==> src/core/rtc_keyed_consts.svh <==
`ifndef RTC_KEYED_CONSTS_SVH
`define RTC_KEYED_CONSTS_SVH

// ---------------------------------------------------------------
// Register offsets
// ---------------------------------------------------------------
`define OFS_CONFIG_TWO      8'h09
`define OFS_KEY_FIRST       8'h20
`define OFS_KEY_SECOND      8'h21
`define OFS_GUARDED         8'h22
`define OFS_OUT_CTRL        8'h30
`define OFS_UNLOCK_STAT     8'h31

// ---------------------------------------------------------------
// Key values and reset values
// ---------------------------------------------------------------
`define KEY_FIRST_VAL       8'h5E
`define KEY_SECOND_VAL      8'hC7
`define CONFIG_TWO_RST      8'h00
`define GUARDED_RST         8'h00
`define OUT_CTRL_RST        8'h00
`define READ_ZERO           8'h00

// ---------------------------------------------------------------
// Field positions
// ---------------------------------------------------------------
`define CONFIG_TWO_FET_BIT        6
`define CONFIG_TWO_TRICKLE_CHARGE_ENABLE_FIELD_LSB       0
`define CONFIG_TWO_TRICKLE_CHARGE_ENABLE_FIELD_MSB       3
`define CONFIG_TWO_WMASK          8'h4F
`define GUARDED_FTF_BIT     6
`define GUARDED_WMASK       8'h40
`define OUT_CTRL_WMASK      8'h1F
`define OUT_CTRL_SLOW_BIT   5

// ---------------------------------------------------------------
// Timing: 125 MHz reference, 512 Hz and 1 Hz half periods
// ---------------------------------------------------------------
`define CLK_HZ              125000000
`define HALF_512_CYC        (`CLK_HZ / 1024)
`define HALF_1HZ_CYC        (`CLK_HZ / 2)
`define DIV_W               27

`endif

==> src/core/rtc_keyed_pkg.sv <==
package rtc_keyed_pkg;

	typedef enum logic [2:0] {
		LOCKED   = 3'b001,
		HALF_KEY = 3'b010,
		OPEN     = 3'b100
	} unlock_state_t;

endpackage : rtc_keyed_pkg

==> src/core/rtc_keyed_special_config.sv <==
// The implementer's own choice: the address-and-strobe port.
`include "rtc_keyed_consts.svh"

// How it works
// RULE1: first key reads zero, accepts 0x5E
// RULE2: second key reads zero, accepts 0xC7
// RULE3: guarded write needs both keys in order
// RULE4: host writes keys before every guarded write
// RULE5: reset clears one hertz select, 512 Hz
// RULE6: one hertz select gives trimmed 1 Hz
// RULE7: 512 Hz output carries no trim
// RULE8: FET bypass follows config bit
// RULE9: host writes zero to reserved bits
// RULE10: one unlock covers exactly one write
// RULE11: wrong or misordered key restarts sequence
module rtc_keyed_special_config
	import rtc_keyed_pkg::*;
(
	// Clock and reset
	input  wire logic        REF_CLK_IN,
	input  wire logic        RST_IN,
	// Register port
	input  wire logic [7:0]  ADDR_IN,
	input  wire logic [7:0]  WDATA_IN,
	input  wire logic        WR_IN,
	input  wire logic        RD_IN,
	output logic      [7:0]  RDATA_OUT,
	// Block outputs
	output logic             FET_BYPASS_OUT,
	output logic      [3:0]  TRICKLE_CHARGE_ENABLE_OUT,
	output logic             CAL_WAVE_OUT,
	output logic             ONE_HZ_OUT
);

	// -----------------------------------------------------------
	// State
	// -----------------------------------------------------------
	logic [7:0] config_two_q;
	logic [7:0] config_two_d;
	logic [7:0] guarded_q;
	logic [7:0] guarded_d;
	logic [7:0] out_ctrl_q;
	logic [7:0] out_ctrl_d;
	logic [7:0] rdata_q;
	logic [7:0] rdata_d;
	logic       fet_q;
	logic [3:0] trickle_charge_enable_field_q;
	logic       wave_q;
	logic       one_hz_q;
	logic       unlock_open;
	logic       unlock_half;
	logic       cal_wave;

	function automatic logic hit(input logic [7:0] a, input logic [7:0] o);
		hit = (a == o);
	endfunction : hit

	// -----------------------------------------------------------
	// Key sequencing
	// -----------------------------------------------------------
	key_sequencer u_keys (
		.clk_in   (REF_CLK_IN),
		.rst_in   (RST_IN),
		.wr_in    (WR_IN),
		.addr_in  (ADDR_IN),
		.data_in  (WDATA_IN),
		.open_out (unlock_open),
		.half_out (unlock_half)
	);

	// -----------------------------------------------------------
	// Register writes
	// -----------------------------------------------------------
	// Reserved bits are masked so a careless host cannot set them
	always_comb begin
		config_two_d = config_two_q;
		guarded_d    = guarded_q;
		out_ctrl_d   = out_ctrl_q;
		if (WR_IN) begin
			if (hit(ADDR_IN, `OFS_CONFIG_TWO))
				config_two_d = WDATA_IN & `CONFIG_TWO_WMASK; // RULE9
			if (hit(ADDR_IN, `OFS_GUARDED) && unlock_open)
				guarded_d = WDATA_IN & `GUARDED_WMASK; // RULE3 RULE10
			if (hit(ADDR_IN, `OFS_OUT_CTRL))
				out_ctrl_d = WDATA_IN & 8'h3F;
		end
	end

	// -----------------------------------------------------------
	// Register reads
	// -----------------------------------------------------------
	always_comb begin
		rdata_d = `READ_ZERO; // RULE1 RULE2
		if (RD_IN) begin
			if (hit(ADDR_IN, `OFS_CONFIG_TWO))
				rdata_d = config_two_q;
			else if (hit(ADDR_IN, `OFS_GUARDED))
				rdata_d = guarded_q;
			else if (hit(ADDR_IN, `OFS_OUT_CTRL))
				rdata_d = out_ctrl_q;
			else if (hit(ADDR_IN, `OFS_UNLOCK_STAT))
				rdata_d = {6'h00, unlock_open, unlock_half};
		end
	end

	always_ff @(posedge REF_CLK_IN or posedge RST_IN) begin
		if (RST_IN) begin
			config_two_q <= `CONFIG_TWO_RST;
			guarded_q    <= `GUARDED_RST; // RULE5
			out_ctrl_q   <= `OUT_CTRL_RST;
			rdata_q      <= `READ_ZERO;
		end else begin
			config_two_q <= config_two_d;
			guarded_q    <= guarded_d;
			out_ctrl_q   <= out_ctrl_d;
			rdata_q      <= rdata_d;
		end
	end

	// -----------------------------------------------------------
	// Calibration output
	// -----------------------------------------------------------
	cal_divider u_cal (
		.clk_in      (REF_CLK_IN),
		.rst_in      (RST_IN),
		.one_hz_in   (guarded_q[`GUARDED_FTF_BIT]), // RULE6
		.cal_amt_in  (out_ctrl_q[4:0]),
		.cal_slow_in (out_ctrl_q[`OUT_CTRL_SLOW_BIT]),
		.wave_out    (cal_wave)
	);

	// -----------------------------------------------------------
	// Output flops
	// -----------------------------------------------------------
	always_ff @(posedge REF_CLK_IN or posedge RST_IN) begin
		if (RST_IN) begin
			fet_q    <= 1'b0;
			trickle_charge_enable_field_q   <= 4'h0;
			wave_q   <= 1'b0;
			one_hz_q <= 1'b0;
		end else begin
			fet_q    <= config_two_q[`CONFIG_TWO_FET_BIT]; // RULE8
			trickle_charge_enable_field_q   <= config_two_q[`CONFIG_TWO_TRICKLE_CHARGE_ENABLE_FIELD_MSB:`CONFIG_TWO_TRICKLE_CHARGE_ENABLE_FIELD_LSB];
			wave_q   <= cal_wave;
			one_hz_q <= guarded_q[`GUARDED_FTF_BIT];
		end
	end

	assign RDATA_OUT                 = rdata_q;
	assign FET_BYPASS_OUT            = fet_q;
	assign TRICKLE_CHARGE_ENABLE_OUT = trickle_charge_enable_field_q;
	assign CAL_WAVE_OUT              = wave_q;
	assign ONE_HZ_OUT                = one_hz_q;
endmodule : rtc_keyed_special_config

==> src/core/cal_divider.sv <==
`include "rtc_keyed_consts.svh"

module cal_divider
	import rtc_keyed_pkg::*;
(
	// Clock and reset
	input  wire logic        clk_in,
	input  wire logic        rst_in,
	// Control
	input  wire logic        one_hz_in,
	input  wire logic [4:0]  cal_amt_in,
	input  wire logic        cal_slow_in,
	// Output
	output logic             wave_out
);

	logic [`DIV_W-1:0] cnt_q;
	logic [`DIV_W-1:0] cnt_d;
	logic              wave_q;
	logic              wave_d;
	logic              mode_q;
	logic              mode_d;
	logic [`DIV_W-1:0] limit;

	// Signed ppm trim in cycles, about 62 cycles per ppm at 1 Hz
	function automatic logic [`DIV_W-1:0] trim(input logic [4:0] amt,
			input logic slow);
		logic [`DIV_W-1:0] base;
		logic [`DIV_W-1:0] step;
		base = `DIV_W'(`HALF_1HZ_CYC);
		step = `DIV_W'({amt, 6'h00});
		trim = slow ? base + (step << 1) : base - step;
	endfunction : trim

	always_comb begin
		limit  = one_hz_in ? trim(cal_amt_in, cal_slow_in) // RULE6
			: `DIV_W'(`HALF_512_CYC); // RULE7
		mode_d = one_hz_in;
		cnt_d  = cnt_q + `DIV_W'(1);
		wave_d = wave_q;
		if (mode_q != one_hz_in) begin
			cnt_d  = '0;
			wave_d = 1'b0;
		end else if (cnt_q >= limit - `DIV_W'(1)) begin
			cnt_d  = '0;
			wave_d = ~wave_q;
		end
	end

	always_ff @(posedge clk_in or posedge rst_in) begin
		if (rst_in) begin
			cnt_q  <= '0;
			wave_q <= 1'b0;
			mode_q <= 1'b0;
		end else begin
			cnt_q  <= cnt_d;
			wave_q <= wave_d;
			mode_q <= mode_d;
		end
	end

	assign wave_out = wave_q;

endmodule : cal_divider

==> src/core/key_sequencer.sv <==
`include "rtc_keyed_consts.svh"

module key_sequencer
	import rtc_keyed_pkg::*;
(
	// Clock and reset
	input  wire logic        clk_in,
	input  wire logic        rst_in,
	// Register writes
	input  wire logic        wr_in,
	input  wire logic [7:0]  addr_in,
	input  wire logic [7:0]  data_in,
	// Status
	output logic             open_out,
	output logic             half_out
);

	unlock_state_t st_q;
	unlock_state_t st_d;

	always_comb begin
		st_d = st_q;
		if (wr_in) begin
			if (addr_in == `OFS_KEY_FIRST && data_in == `KEY_FIRST_VAL)
				st_d = HALF_KEY; // RULE3
			else if (addr_in == `OFS_KEY_SECOND && st_q == HALF_KEY
					&& data_in == `KEY_SECOND_VAL)
				st_d = OPEN; // RULE3
			else
				st_d = LOCKED; // RULE11 RULE10
		end
	end

	always_ff @(posedge clk_in or posedge rst_in) begin
		if (rst_in)
			st_q <= LOCKED;
		else
			st_q <= st_d;
	end

	assign open_out = (st_q == OPEN);
	assign half_out = (st_q == HALF_KEY);
endmodule : key_sequencer

==> config.mk <==
export PLATFORM = sky130hd
export DESIGN_NAME = rtc_keyed_special_config
export DESIGN_NICKNAME = d
export VERILOG_FILES = /design/src/core/rtc_keyed_pkg.sv /design/src/core/rtc_keyed_special_config.sv /design/src/core/cal_divider.sv /design/src/core/key_sequencer.sv
export VERILOG_INCLUDE_DIRS = /design/src /design/src/core
export SDC_FILE = /design/constraint.sdc
export NUM_CORES = 1
export LEC_CHECK = 0
export BUFFER_PORTS_ARGS = -buffer_cell sky130_fd_sc_hd__clkbuf_2
export CAP_MARGIN = 20
export CORE_MARGIN = 3
export CORE_UTILIZATION = 40
export DETAILED_ROUTE_END_ITERATION = 16
export SLEW_MARGIN = 20
export SYNTH_ARGS = -nofsm -noshare
export SYNTH_HDL_FRONTEND = slang
export SYNTH_SLANG_ARGS = --single-unit
==> constraint.sdc <==
create_clock -name REF_CLK_IN -period 2.7 [get_ports REF_CLK_IN]
set_clock_uncertainty 0.15 [all_clocks]
set_input_delay 0.135 -clock REF_CLK_IN [delete_from_list [all_inputs] [get_ports REF_CLK_IN]]
set_output_delay 0.135 -clock REF_CLK_IN [all_outputs]
set_load 0.01 [all_outputs]
# [After elaboration in Yosys (flattened, before gate mapping)]
# Index checks and enable logic that the tools add are counted.
[totals] register_bits=58 in_bits=20 out_inout_bits=15 wordCells=49
[op_classes] add_sub_neg=4 magnitude_cmp=1 eq_ne=11 n_mux=13 n_bitwise=1 n_reduce_logical=8
[ops] operator="27-bit two-way mux" count=4
[ops] operator="8-bit by 6-bit equality test with 1-bit output (second input constant)" count=5
[ops] operator="26-bit by 12-bit adder with 27-bit output (first input constant)" count=1
[ops] operator="27-bit by 1-bit adder with 27-bit output (second input constant)" count=1
[ops] operator="27-bit greater-or-equal comparator" count=1
[ops] operator="26-bit by 11-bit subtractor with 27-bit output (first input constant)" count=1
[ops] operator="27-bit by 1-bit subtractor with 27-bit output (second input constant)" count=1
[ops] operator="7-bit two-way mux" count=3
[ops] operator="8-bit by 4-bit equality test with 1-bit output (second input constant)" count=1
[ops] operator="8-bit by 7-bit equality test with 1-bit output (second input constant)" count=1
[ops] operator="8-bit equality test (second input constant)" count=1
[ops] operator="3-bit two-way mux" count=2
[ops] operator="6-bit two-way mux" count=1
[ops] operator="2-bit AND reduction" count=3
[ops] operator="1-bit logical AND" count=4
[ops] operator="3-bit by 2-bit equality test with 1-bit output (second input constant)" count=1
[ops] operator="3-bit equality test (second input constant)" count=1
[ops] operator="1-bit two-way mux" count=2
[ops] operator="2-bit two-way mux" count=1
[ops] operator="2-bit nonzero test" count=1
[ops] operator="1-bit != test" count=1
[ops] operator="1-bit NOT" count=1

# [Logic depth before layout (Yosys ltp)]
# Gate-level depths: netlist of run 1.
[logic_depth] word_depth=7 ltp_mapped=13 mapped_depth_nobuf=12

# [By module]
# From an unflattened synthesis of run 1, not the netlist that was laid out.
[unflattened] cells_unflattened=301 hier_area_um2=3240.6
[by_module_without_submodules] module="cal_divider" n_inst=1 cells_per_inst=215 area_per_inst_um2=2014.4 seq_area_each_um2=725.7
[by_module_without_submodules] module="rtc_keyed_special_config" n_inst=1 cells_per_inst=65 area_per_inst_um2=1017.2 seq_area_each_um2=650.6
[by_module_without_submodules] module="key_sequencer" n_inst=1 cells_per_inst=21 area_per_inst_um2=209.0 seq_area_each_um2=76.3

# [Worst setup path after synthesis of run 1]
# OpenSTA, ideal clock, no wires.
[synth_path] path_kind="register to register" startpoint="register out_ctrl_q[0]" endpoint="register u_cal.wave_q, in the netlist u_cal.wave_out" setup_ps=125 arrival_time_ps=2516 required_ps=2425 path_slack_ps=-91 stages_incl_launch_ff=13 n_path_buf=0 synth_period_minus_slack_ps=2791 cell_sequence="dfrtp_1 -> ha_1 -> nor3_1 -> nor2_1 -> mux2i_1 -> nand2_1 -> a21oi_1 -> ha_1 -> a21oi_1 -> o21ai_0 -> o311ai_1 -> nand3_4 -> mux2_4"
[synth_via] elab_chain_cells=6 elab_cells_between_ends=7 classes_between="add/sub (3); order compare (1); mux (2); reduce/logical (1)"
[synth_lines] item="start, declared" line_no="rtc_keyed_special_config.sv:42" rtl="logic [7:0] out_ctrl_q;"
[synth_lines] item="start signal, assigned" line_no="rtc_keyed_special_config.sv:110" rtl="out_ctrl_q <= `OUT_CTRL_RST;"
[synth_lines] item="start signal, assigned" line_no="rtc_keyed_special_config.sv:115" rtl="out_ctrl_q <= out_ctrl_d;"
[synth_lines] item="26-bit by 11-bit subtractor with 27-bit output or 26-bit by 12-bit adder with 27-bit output (tied branches)" line_no="cal_divider.sv:32" rtl="trim = slow ? base + (step << 1) : base - step;"
[synth_lines] item="27-bit two-way mux *" line_no="cal_divider.sv:32"
[synth_lines] item="27-bit two-way mux *" line_no="cal_divider.sv:36" rtl="limit = one_hz_in ? trim(cal_amt_in, cal_slow_in)"
[synth_lines] item="27-bit by 1-bit subtractor with 27-bit output *" line_no="cal_divider.sv:44" rtl="end else if (cnt_q >= limit - `DIV_W'(1)) begin"
[synth_lines] item="27-bit greater-or-equal comparator *" line_no="cal_divider.sv:44"
[synth_lines] item="2-bit nonzero test (no source line) *"
[synth_lines] item="end signal, assigned" line_no="cal_divider.sv:57" rtl="wave_q <= wave_d;"
[synth_lines] item="end, declared" line_no="cal_divider.sv:19" rtl="logic wave_q;"
# Every way passes the cells marked *; elsewhere a longest branch is shown, timed or not.
# A chain may end at the register's enable or synchronous reset.

# [Final worst setup path of run 1]
# Ends and elaborated chain as after synthesis.

==> results of run 1 <==
## cell type report
class,instances,area share [%]
sequential,57,37.3
multi-input combinational,228,43.9
tap,102,3.33
inverter,12,1.18
clock buffer,9,3.23
timing repair buffer,54,9.18
clock inverter,7,1.86
## worst max-delay path, delay by kind of cell (launching register included)
family	cells	cell delay (ps)
AO/OA/AOI/OAI	4	650
AND/OR/NAND/NOR	4	410
flip-flops	1	390
multiplexers	2	440
adder cells (fa/ha/maj)	2	470
## kinds of logic (layout without fill, tap and decap cells)
family                   count (synthesis)  count (layout)  share of synthesized area, %
buffers and inverters                   23              82                          3.82
flip-flops                              57              57                          44.5
adder cells (fa/ha/maj)                 19              19                          7.41
AO/OA/AOI/OAI                           37              37                          7.88
XOR/XNOR                                28              28                          7.88
other                                    1               1                         0.117
AND/OR/NAND/NOR                        128             128                          23.1
multiplexers                            15              15                          5.30
## layer usage
layer  vias to the layer above  part of all wire [%]
met5                         -                     0
met4                         0                   1.6
li1                       1199                     -
met2                        31                    46
met3                        12                   2.7
met1                      1156                    49
## cell usage in the layout (no fill, tap or decap), drive strengths merged, types with 5 or more instances in the layout
cell type	count
clkbuf	42
inv	12
mux2	13
xor2	10
and2	5
nand2	21
a21oi	14
nand3	12
and3	8
dfrtp	56
xnor2	18
o21ai	5
dlygate4sd3	10
nor3	10
nor2b	5
nor2	37
nor4	7
buf	11
nand4	8
ha	19
## stage by stage
| step | setup TNS [ps] | util (%) |
|---|---|---|
| 4_1_cts | 0 | 49.2 |
| 3_3_place_gp | 0 | 45.3 |
| 3_5_place_dp | 0 | 45.3 |
| 2_1_floorplan | 0 | - |
| 5_1_grt | -855 | 49.3 |
| 6_report | 0 | 49.3 |
## sequential cells by signal, summed over array words and instances, names as in the netlist
register and count:
RDATA_OUT 7, u_cal.mode_q 1, CAL_WAVE_OUT 1, TRICKLE_CHARGE_ENABLE_OUT 4, FET_BYPASS_OUT 1, guarded_q 1
config_two_q 5, u_cal.wave_out 1, u_cal.cnt_q 27, out_ctrl_q 6, u_keys.st_q 3
## what timing repair did
item / 4_1_cts / 5_1_grt
setup endpoints to repair: 1 / 27
pin swaps: 3 / 3
resized for setup: 1 / 4
hold buffers: 10 / 0
cloned: 0 / 0
endpoints found under the hold margin: 47 / 0
## worst max path at each step
stage                                   start                          to  slack [ps]  cells past startpoint
CTS                 out_ctrl_q[0]$_DFFE_PP0P_  u_cal.wave_out$_DFFE_PP0P_          10                     12
floorplan           out_ctrl_q[0]$_DFFE_PP0P_  u_cal.wave_out$_DFFE_PP0P_          30                     12
detailed placement  out_ctrl_q[1]$_DFFE_PP0P_  u_cal.wave_out$_DFFE_PP0P_           5                     12
global route        out_ctrl_q[0]$_DFFE_PP0P_  u_cal.wave_out$_DFFE_PP0P_         -90                     12
finish              out_ctrl_q[0]$_DFFE_PP0P_  u_cal.wave_out$_DFFE_PP0P_          60                     12
global placement    out_ctrl_q[0]$_DFFE_PP0P_  u_cal.wave_out$_DFFE_PP0P_          50                     12
## power breakdown
| group | leakage, nW | total, mW | internal, mW | switching, mW |
|---|---|---|---|---|
| logic | 0.932 | 0.258 | 0.120 | 0.138 |
| clock network | 0.0912 | 0.778 | 0.423 | 0.355 |
| registers | 0.773 | 0.986 | 0.915 | 0.0710 |
| total | 1.80 | 2.02 | 1.46 | 0.564 |
==> results.md, run 1 <==
- Status: finished clean
- Final worst-path cycle share: between 90% and 100%
- Hold Crit Start: WDATA_IN[7]
- Layout Nets: 401
- Number of global-route vias before repair: ~2,300
- Fin cells: 469
- Routed wire length: roughly 6.4 mm
- Number of port buffers: 33
- Synth Cell Area: 3210 um^2
- Endpoint class of the critical path: flip-flop
- Worst r2r src: out_ctrl_q[0]$_DFFE_PP0P_
- Hold Violations, Final: 0
- Post-Syn Nets: ~350
- Cell Chain, Critical Path: ha_2 > nor3_2 > nor2_1 > mux2i_1 > nand2_1 > a21oi_2 > ha_1 > a21oi_1 > o21ai_1 > o311ai_2 > nand3_4 > mux2_4
- Cell count after synthesis: 308
- VDD IR max: 272 uV
- Yosys warnings: 0
- Crit-path slowest cell: dfrtp_1
- Total power: 2.02 mW
- Area taken by multi-input logic gates: around 1700 um^2
- Worst Reg2Reg Path Length in Cells: 12
- Hold crit path type: in -> reg
- Yosys top cell area share: 43.7%
- Pin count of the biggest net entering global routing: 29
- Number of synthesized flops with an enable pin: 0
- Ys async rst share: 100%
- Tmin final: 2640 ps
- Worst hold stages: 4
- RSZ-0062 raised after global routing: true
- Die height: roughly 96 um
- Cell area after placement: 3520 um^2
- Clk pin slew, worst setup/hold paths: 70 ps
- Most used DFF post-synth: dfrtp_1
- Remaining DRCs: 0
- Top cells by area, synth: dfrtp_1 44%, ha_1 7.4%, xnor2_1 4.9%, mux2_2 4.2%, nor2_1 4.1%
- WP data required: roughly 2800 ps
- Synth-to-Final Area Change: 19.4%
- Fmax: 379 MHz
- Routed WL per cell: approximately 14 um
- Clk root buf: clkbuf_8
- Number of antenna violations at the first check in global routing: 0
- WP data arrival: 2700 ps
- Crit path launch type: flip-flop
- Num rows: 32
- Cts bufs inserted: 9
- Seq/Total Area, Yosys: 44.5%
- ANT cells: 0
- PwrDens: 528 nW/um^2
- Relative slew slack: 62.7%
- Top-count cell post-synth: dfrtp_1
- Crit-path max FO: 4
- DRT antenna net count: 0
- RR Endpoint: u_cal.wave_out$_DFFE_PP0P_
- Die area: 9130 um^2
- Met1 Usage GRT: roughly 22%
- Worst-Skew Late Latency: 340 ps
- Core ar.: 7770 um^2
- WS Path Type: reg -> reg
- Drt pass-1 iters: 4
- Via count: 2,398
- Synth cell types: 52
- R2r setup slk: ~64 ps
- Min Hold Slack: 68.8 ps
- HPWL after DPL: 4.86 mm
- Area leader, netlist: dfrtp_1
- Fin. max-slew vios: 0
- Clock sinks: 57
- Finished Cell Area: 3830 um^2
- Static Leakage: 1.80 nW
- Hold EP: u_keys.st_q[2]$_DFFE_PP0P_
- Met3 GRT Util: 2.68%
- Pre-CTS WS: approximately 5.2 ps
- Setup ws final: approximately 64 ps
- GRT Resource Usage Total: about 16%
- Max-Cap Viols: 0
- Number of post-CTS setup repair buffers: 0
- Initial Util: 41.3%
- CTS H-Tree Depth: 3
- Seq cells post-synth: 57
- Commonest cells post-synth: 56 x dfrtp_1, 35 x nor2_1, 21 x nand2_1
- Final-report setup violation count: 0
- Crit path largest cell delay: about 390 ps
- Most used routing layer: met2
- First-pass GRT wire length: ~11 mm
- Routability cong.: 0.806
- Slew @ Worst Pin: around 560 ps
- Die span in x: 95.6 um
- Reg area: roughly 1400 um^2
- TritonCTS clock tree: built
- Synth Area per Inst: 10.4 um^2
- Layout cells sized above 1: 25.9%
- Io pins: 35
- GR Overflow Total: 0
- Initial drt markers: 121
- M2 GR Usage: roughly a quarter
- Fillers: 719
- CTS max path bufs: 2
- Number of cells after detailed placement: 443
- DR vias/cell: slightly above 5
Note: power is estimated with default switching activity, not from simulation.
==> inputs of run 2 (changes only) <==
- RECOVER_POWER: default -> 50
==> run 2 against run 1 <==
  * Sequential share of layout area rose by 0.23 points
  * Combinational power barely moved
  * Cell count stayed put
  * Non-clock buffer count unchanged
  * Final area fell by 0.62%
  * First-iteration DRC count up 2.5%
  * Sequential cell count unchanged
  * Maximum frequency about the same
  * Global-route usage unchanged
  * Register-to-register slack barely moved
  * Setup slack better by 1.0 ps
  * Critical path type unchanged
  * Largest cell class unchanged
  * Highest routed layer unchanged
==> results.md, run 2 (synthesis gave the netlist of run 1 again) <==
- Most used routing layer: met2
- Die height: about 96 um
- WS Path Type: reg -> reg
- Initial drt markers: 124
- ANT cells: 0
- Clk pin slew, worst setup/hold paths: 70 ps
- Pre-CTS WS: 5.21 ps
- DRT antenna net count: 0
- Initial Util: 41.3%
- Die span in x: 95.6 um
- Via count: between 2,000 and 2,500
- HPWL after DPL: a little under 5 mm
- Drt pass-1 iters: 4
- Met1 Usage GRT: 22.0%
- Relative slew slack: 33.1%
- Number of post-CTS setup repair buffers: 0
- Final core occ: between 40% and 50%
- Max reg flops: 27
- Remaining DRCs: 0
- Min Hold Slack: 70.6 ps
- CTS H-Tree Depth: 3
- M2 GR Usage: 23.3%
- PwrDens: 530 nW/um^2
- First-pass GRT wire length: 11.0 mm
- WP data arrival: about 2700 ps
- Tmin final: 2630 ps
- Met3 GRT Util: around 2.7%
- DR vias/cell: just over 5
- Io pins: 35
- Clk root buf: clkbuf_8
- Commonest non-fill, non-tap cells in the layout: 56 x dfrtp_1, 35 x nor2_1, 21 x nand2_1
- Fillers: 728
- Core ar.: 7770 um^2
- Most common cell after layout, fill and taps aside: dfrtp_1
- Final worst-path cycle share: 97.6%
- Slew @ Worst Pin: 1000 ps
- Pin count of the biggest net entering global routing: 29
- Routability cong.: slightly above 0.8
- Fmax: 380 MHz
- Number of port buffers: 33
- Routed wire length: 6.45 mm
- TritonCTS clock tree: built
- Hold Violations, Final: 0
- Synth-to-Final Area Change: 18.6%
- VDD IR max: 271 uV
- Layout Nets: 401
- Routed WL per cell: 13.7 um
- Setup ws final: roughly 66 ps
- Setup TNS: 0 ps
- Worst-Skew Late Latency: 340 ps
- Layout cells sized above 1: a little over a fifth
- Crit path launch type: flip-flop
- Number of global-route vias before repair: 2,289
- Die area: between 9000 and 10,000 um^2
- CTS max path bufs: 2
- Final-report setup violation count: 0
- Static Leakage: about 1.7 nW
- Num rows: 32
- WP data required: about 2800 ps
- Number of antenna violations at the first check in global routing: 0
- Biggest register: u_cal.cnt_q
- RSZ-0062 raised after global routing: true
- Area taken by multi-input logic gates: roughly 1700 um^2
- Fin. max-slew vios: 0
- Clock sinks: 57
- Max-Cap Viols: 0
- Status: finished clean
- Cts bufs inserted: 9
- Crit-path max FO: 4
- GRT Resource Usage Total: between 10% and 20%
- Endpoint class of the critical path: flip-flop
- Reg area: 1430 um^2
- Hold crit path type: in -> reg
- GR Overflow Total: 0
## run 2: cell counts in the layout (fill, tap and decap cells not counted)
Identical to the previous run, type by type.
## run 2: cell type report
class | count | share of cell area [%]
clock inverters | 7 | 1.87
multi-input cells | 228 | 44.1
flip-flops and latches | 57 | 37.5
well taps | 102 | 3.35
inverters | 12 | 1.18
clock buffers | 9 | 3.25
repair buffers | 54 | 8.78
## run 2: path summary, 6_finish.rpt
path | start | endpoint | slack [ps] | cells after the start
setup reg to reg | out_ctrl_q[0]$_DFFE_PP0P_ | u_cal.wave_out$_DFFE_PP0P_ | 70 | 12
min in group asynchronous | RST_IN | config_two_q[2]$_DFFE_PP0P_ | 420 | 3
hold / removal | WDATA_IN[7] | u_keys.st_q[2]$_DFFE_PP0P_ | 70 | 4
hold reg to reg | config_two_q[1]$_DFFE_PP0P_ | TRICKLE_CHARGE_ENABLE_OUT[1]$_DFF_PP0_ | 260 | 0
setup / recovery | out_ctrl_q[0]$_DFFE_PP0P_ | u_cal.wave_out$_DFFE_PP0P_ | 70 | 12
max in group asynchronous | RST_IN | u_cal.cnt_q[12]$_DFF_PP0_ | 1170 | 4
## run 2: metrics by stage
| step | instances | power (mW) | instance area (um^2) |
|---|---|---|---|
| after floorplan | 308 | 1.17 | 3220 |
| after global placement | 443 | 1.24 | 3520 |
| after detailed placement | 443 | 1.25 | 3520 |
| after CTS | 469 | 2.05 | 3820 |
| after global routing | 469 | 2.13 | 3810 |
| final | 469 | 2.02 | 3810 |
## run 2: metal layers
metal | routed length, um | vias up
li1 | - | 1200
met2 | 2970 | 36
met4 | 106 | 0
met5 | 0 | -
met1 | 3180 | 1151
met3 | 193 | 11
## run 2: where the power goes
group          internal, mW  switching [mW]
sequential            0.915          0.0713
clock                 0.423           0.354
combinational         0.119           0.137
total                  1.46           0.562
## run 2: what timing repair did
item / CTS / global route
hold buffers: 10 / 0
pin swaps: 3 / 3
setup endpoints to repair: 1 / 27
endpoints found under the hold margin: 47 / 0
gates resized for setup: 1 / 4
## run 2: critical path: stages (launching register included)
cell      delay [ps]
dfrtp_1          390
ha_2             210
nor3_2           130
nor2_1            60
mux2i_1          130
nand2_1           80
a21oi_2          110
ha_1             260
a21oi_1          120
o21ai_1           80
o311ai_2         340
nand3_4          140
mux2_4           310
==> inputs of run 3 (changes only) <==
- CORE_ASPECT_RATIO: default -> 0.9
==> run 3 against run 2 <==
  * The run now ends with setup timing left
  * Utilization increased by 4.2 points
  * Final area increased by 6.9%
  * Cell count decreased by 0.64%
  * Critical endpoint unchanged
==> results.md, run 3 (synthesis gave the netlist of run 1 again) <==
- Status: finished with violations
- Failing checks: setup timing
- Slew @ Worst Pin: between 900 and 1000 ps
- Drt pass-1 iters: 4
- Number of cells after detailed placement: 439
- Num rows: 30
- GR Overflow Total: 0
- PwrDens: roughly 560 nW/um^2
- Final-report setup violation count: 1
- TritonCTS clock tree: built
- Clk root buf: clkbuf_8
- GRT Resource Usage Total: between 10% and 20%
- VDD IR max: 261 uV
- Synth-to-Final Area Change: 26.9%
- Tmin final: 2740 ps
- Die span in x: approximately 100 um
- Most used routing layer: met1
- Met1 Usage GRT: 23.9%
- Endpoint class of the critical path: flip-flop
- Hold Violations, Final: 0
- Worst Reg2Reg Path Length in Cells: 10
- Cell Int Power: 1.68 mW
- Sw power: 606 uW
- Remaining DRCs: 0
- HPWL after DPL: 4.96 mm
- Switching share of power: a little over a quarter
- Worst r2r src: out_ctrl_q[0]$_DFFE_PP0P_
- Static Leakage: approximately 1.8 nW
- Initial Util: about two fifths
- Routability cong.: about 0.77
- WP data arrival: between 2000 and 3000 ps
- Fin cells: about 470
- Die height: about 90 um
- Die area: 9130 um^2
- Clock sinks: 57
- WP data required: 2770 ps
- Clk pin slew, worst setup/hold paths: about 70 ps
- RR Endpoint: u_cal.wave_out$_DFFE_PP0P_
- Crit path launch type: flip-flop
- M2 GR Usage: 22.6%
- CTS max path bufs: 2
- R2r setup slk: -40 ps
- Setup TNS: -35.9 ps
- DRT antenna net count: 0
- Setup ws final: -35.9 ps
- Pin count of the biggest net entering global routing: 27
- Cell area after placement: 3540 um^2
- Layout cells sized above 1: about 27%
- Routed WL per cell: 15.5 um
- Comb pwr share: 14.3%
- Number of port buffers: 33
- Number of antenna violations at the first check in global routing: 0
- Fin. max-slew vios: 0
- First-pass GRT wire length: 11.7 mm
- WS Path Type: reg -> reg
- Clock power share: 42.5%
- Max reg flops: 27
- DR vias/cell: about 5.3
- Finished Cell Area: approximately 4000 um^2
- Via count: approximately 2,500
- Worst-Skew Late Latency: 340 ps
- Final core occ: 53.2%
- Capture point of the worst path: u_cal.wave_out$_DFFE_PP0P_
- Hold crit path type: in -> reg
- Sequential power share: 43.2%
- Final worst-path cycle share: 101%
- Number of global-route vias before repair: 2,390
- Fmax: around 370 MHz
- ANT cells: 0
- Crit-path max FO: 6
- Io pins: 35
- Routed wire length: 7.23 mm
- Core ar.: 7660 um^2
- Biggest register: u_cal.cnt_q
- Worst Setup SP: out_ctrl_q[0]$_DFFE_PP0P_
- Met3 GRT Util: 3.53%
- RSZ-0062 raised after global routing: true
- CTS H-Tree Depth: 3
- Max-Cap Viols: 0
- Commonest non-fill, non-tap cells in the layout: 56 x dfrtp_1, 21 x nand2_1, 19 x nor2_1
- Most common cell after layout, fill and taps aside: dfrtp_1
- Layout Nets: 404
- Cts bufs inserted: 9
- Relative slew slack: 36.0%
- Initial drt markers: 78
[run 3: changes by cell type in the layout (fill, tap and decap cells not counted), sizes merged]
cell      change
bufinv        +2
clkbuf        +3
clkinv        -1
clkinvlp      -1
[run 3: routing by layer]
metal	vias to the layer above	wire length [um]
met2	41	3290
met5	-	0
met4	0	139
met3	13	259
met1	1203	3540
li1	1198	-
[run 3: stage by stage]
stage | power (mW) | hold WS, ps | setup slack [ps]
finish | 2.29 | 70.8 | -35.9
global route | 2.41 | 78.7 | -167
CTS | 2.25 | 54.7 | -11.1
detailed placement | 1.25 | 46.4 | -107
global placement | 1.25 | 35.0 | 13.5
floorplan | 1.17 | 49.3 | 29.0
[run 3: how the worst min path moves through the flow]
stage | from | depth (start not counted) | end | slack (ps)
6_report | WDATA_IN[7] | 4 | u_keys.st_q[2]$_DFFE_PP0P_ | 70
5_1_grt | WDATA_IN[7] | 4 | u_keys.st_q[2]$_DFFE_PP0P_ | 80
4_1_cts | WDATA_IN[7] | 4 | u_keys.st_q[2]$_DFFE_PP0P_ | 50
3_5_place_dp | RST_IN | 2 | RDATA_OUT[2]$_DFF_PP0_ | 50
3_3_place_gp | RST_IN | 2 | RDATA_OUT[2]$_DFF_PP0_ | 30
2_1_floorplan | WR_IN | 1 | u_keys.st_q[0]$_DFFE_PP1P_ | 50
[run 3: area by class of cell]
| class | instances | area, um^2 |
|---|---|---|
| clock inverter | 7 | 119 |
| clock buffer | 9 | 124 |
| sequential | 57 | 1430 |
| multi-input combinational | 228 | 1840 |
| inverter | 12 | 45.0 |
| timing repair buffer | 57 | 395 |
| tap | 96 | 120 |
| fill | 715 | 3590 |
[run 3: power groups by stage]
stage	sequential [mW]	clock (mW)	combinational, mW
6_report	0.990	0.974	0.326
5_1_grt	1.00	1.04	0.369
4_1_cts	0.987	0.991	0.268
3_5_place_dp	1.00	0	0.250
3_3_place_gp	1.00	0	0.248
2_1_floorplan	0.983	0	0.184
[run 3: critical path, cell delays in order (launching register included)]
cell and delay (ps):
dfrtp_1 410, buf_4 170, a21oi_1 200, xnor2_1 150, o211ai_1 110, ha_1 310, nand4_1 160, nor4b_2 350
o311ai_4 130, nand3_4 180, mux2_4 310
[run 3: what timing repair did]
item	CTS	global route
endpoints found under the setup margin	27	27
buffers inserted	0	0
gates cloned	0	2
endpoints found under the hold margin	45	0
resized for setup	5	37
pin swaps	2	15
hold buffers	10	0
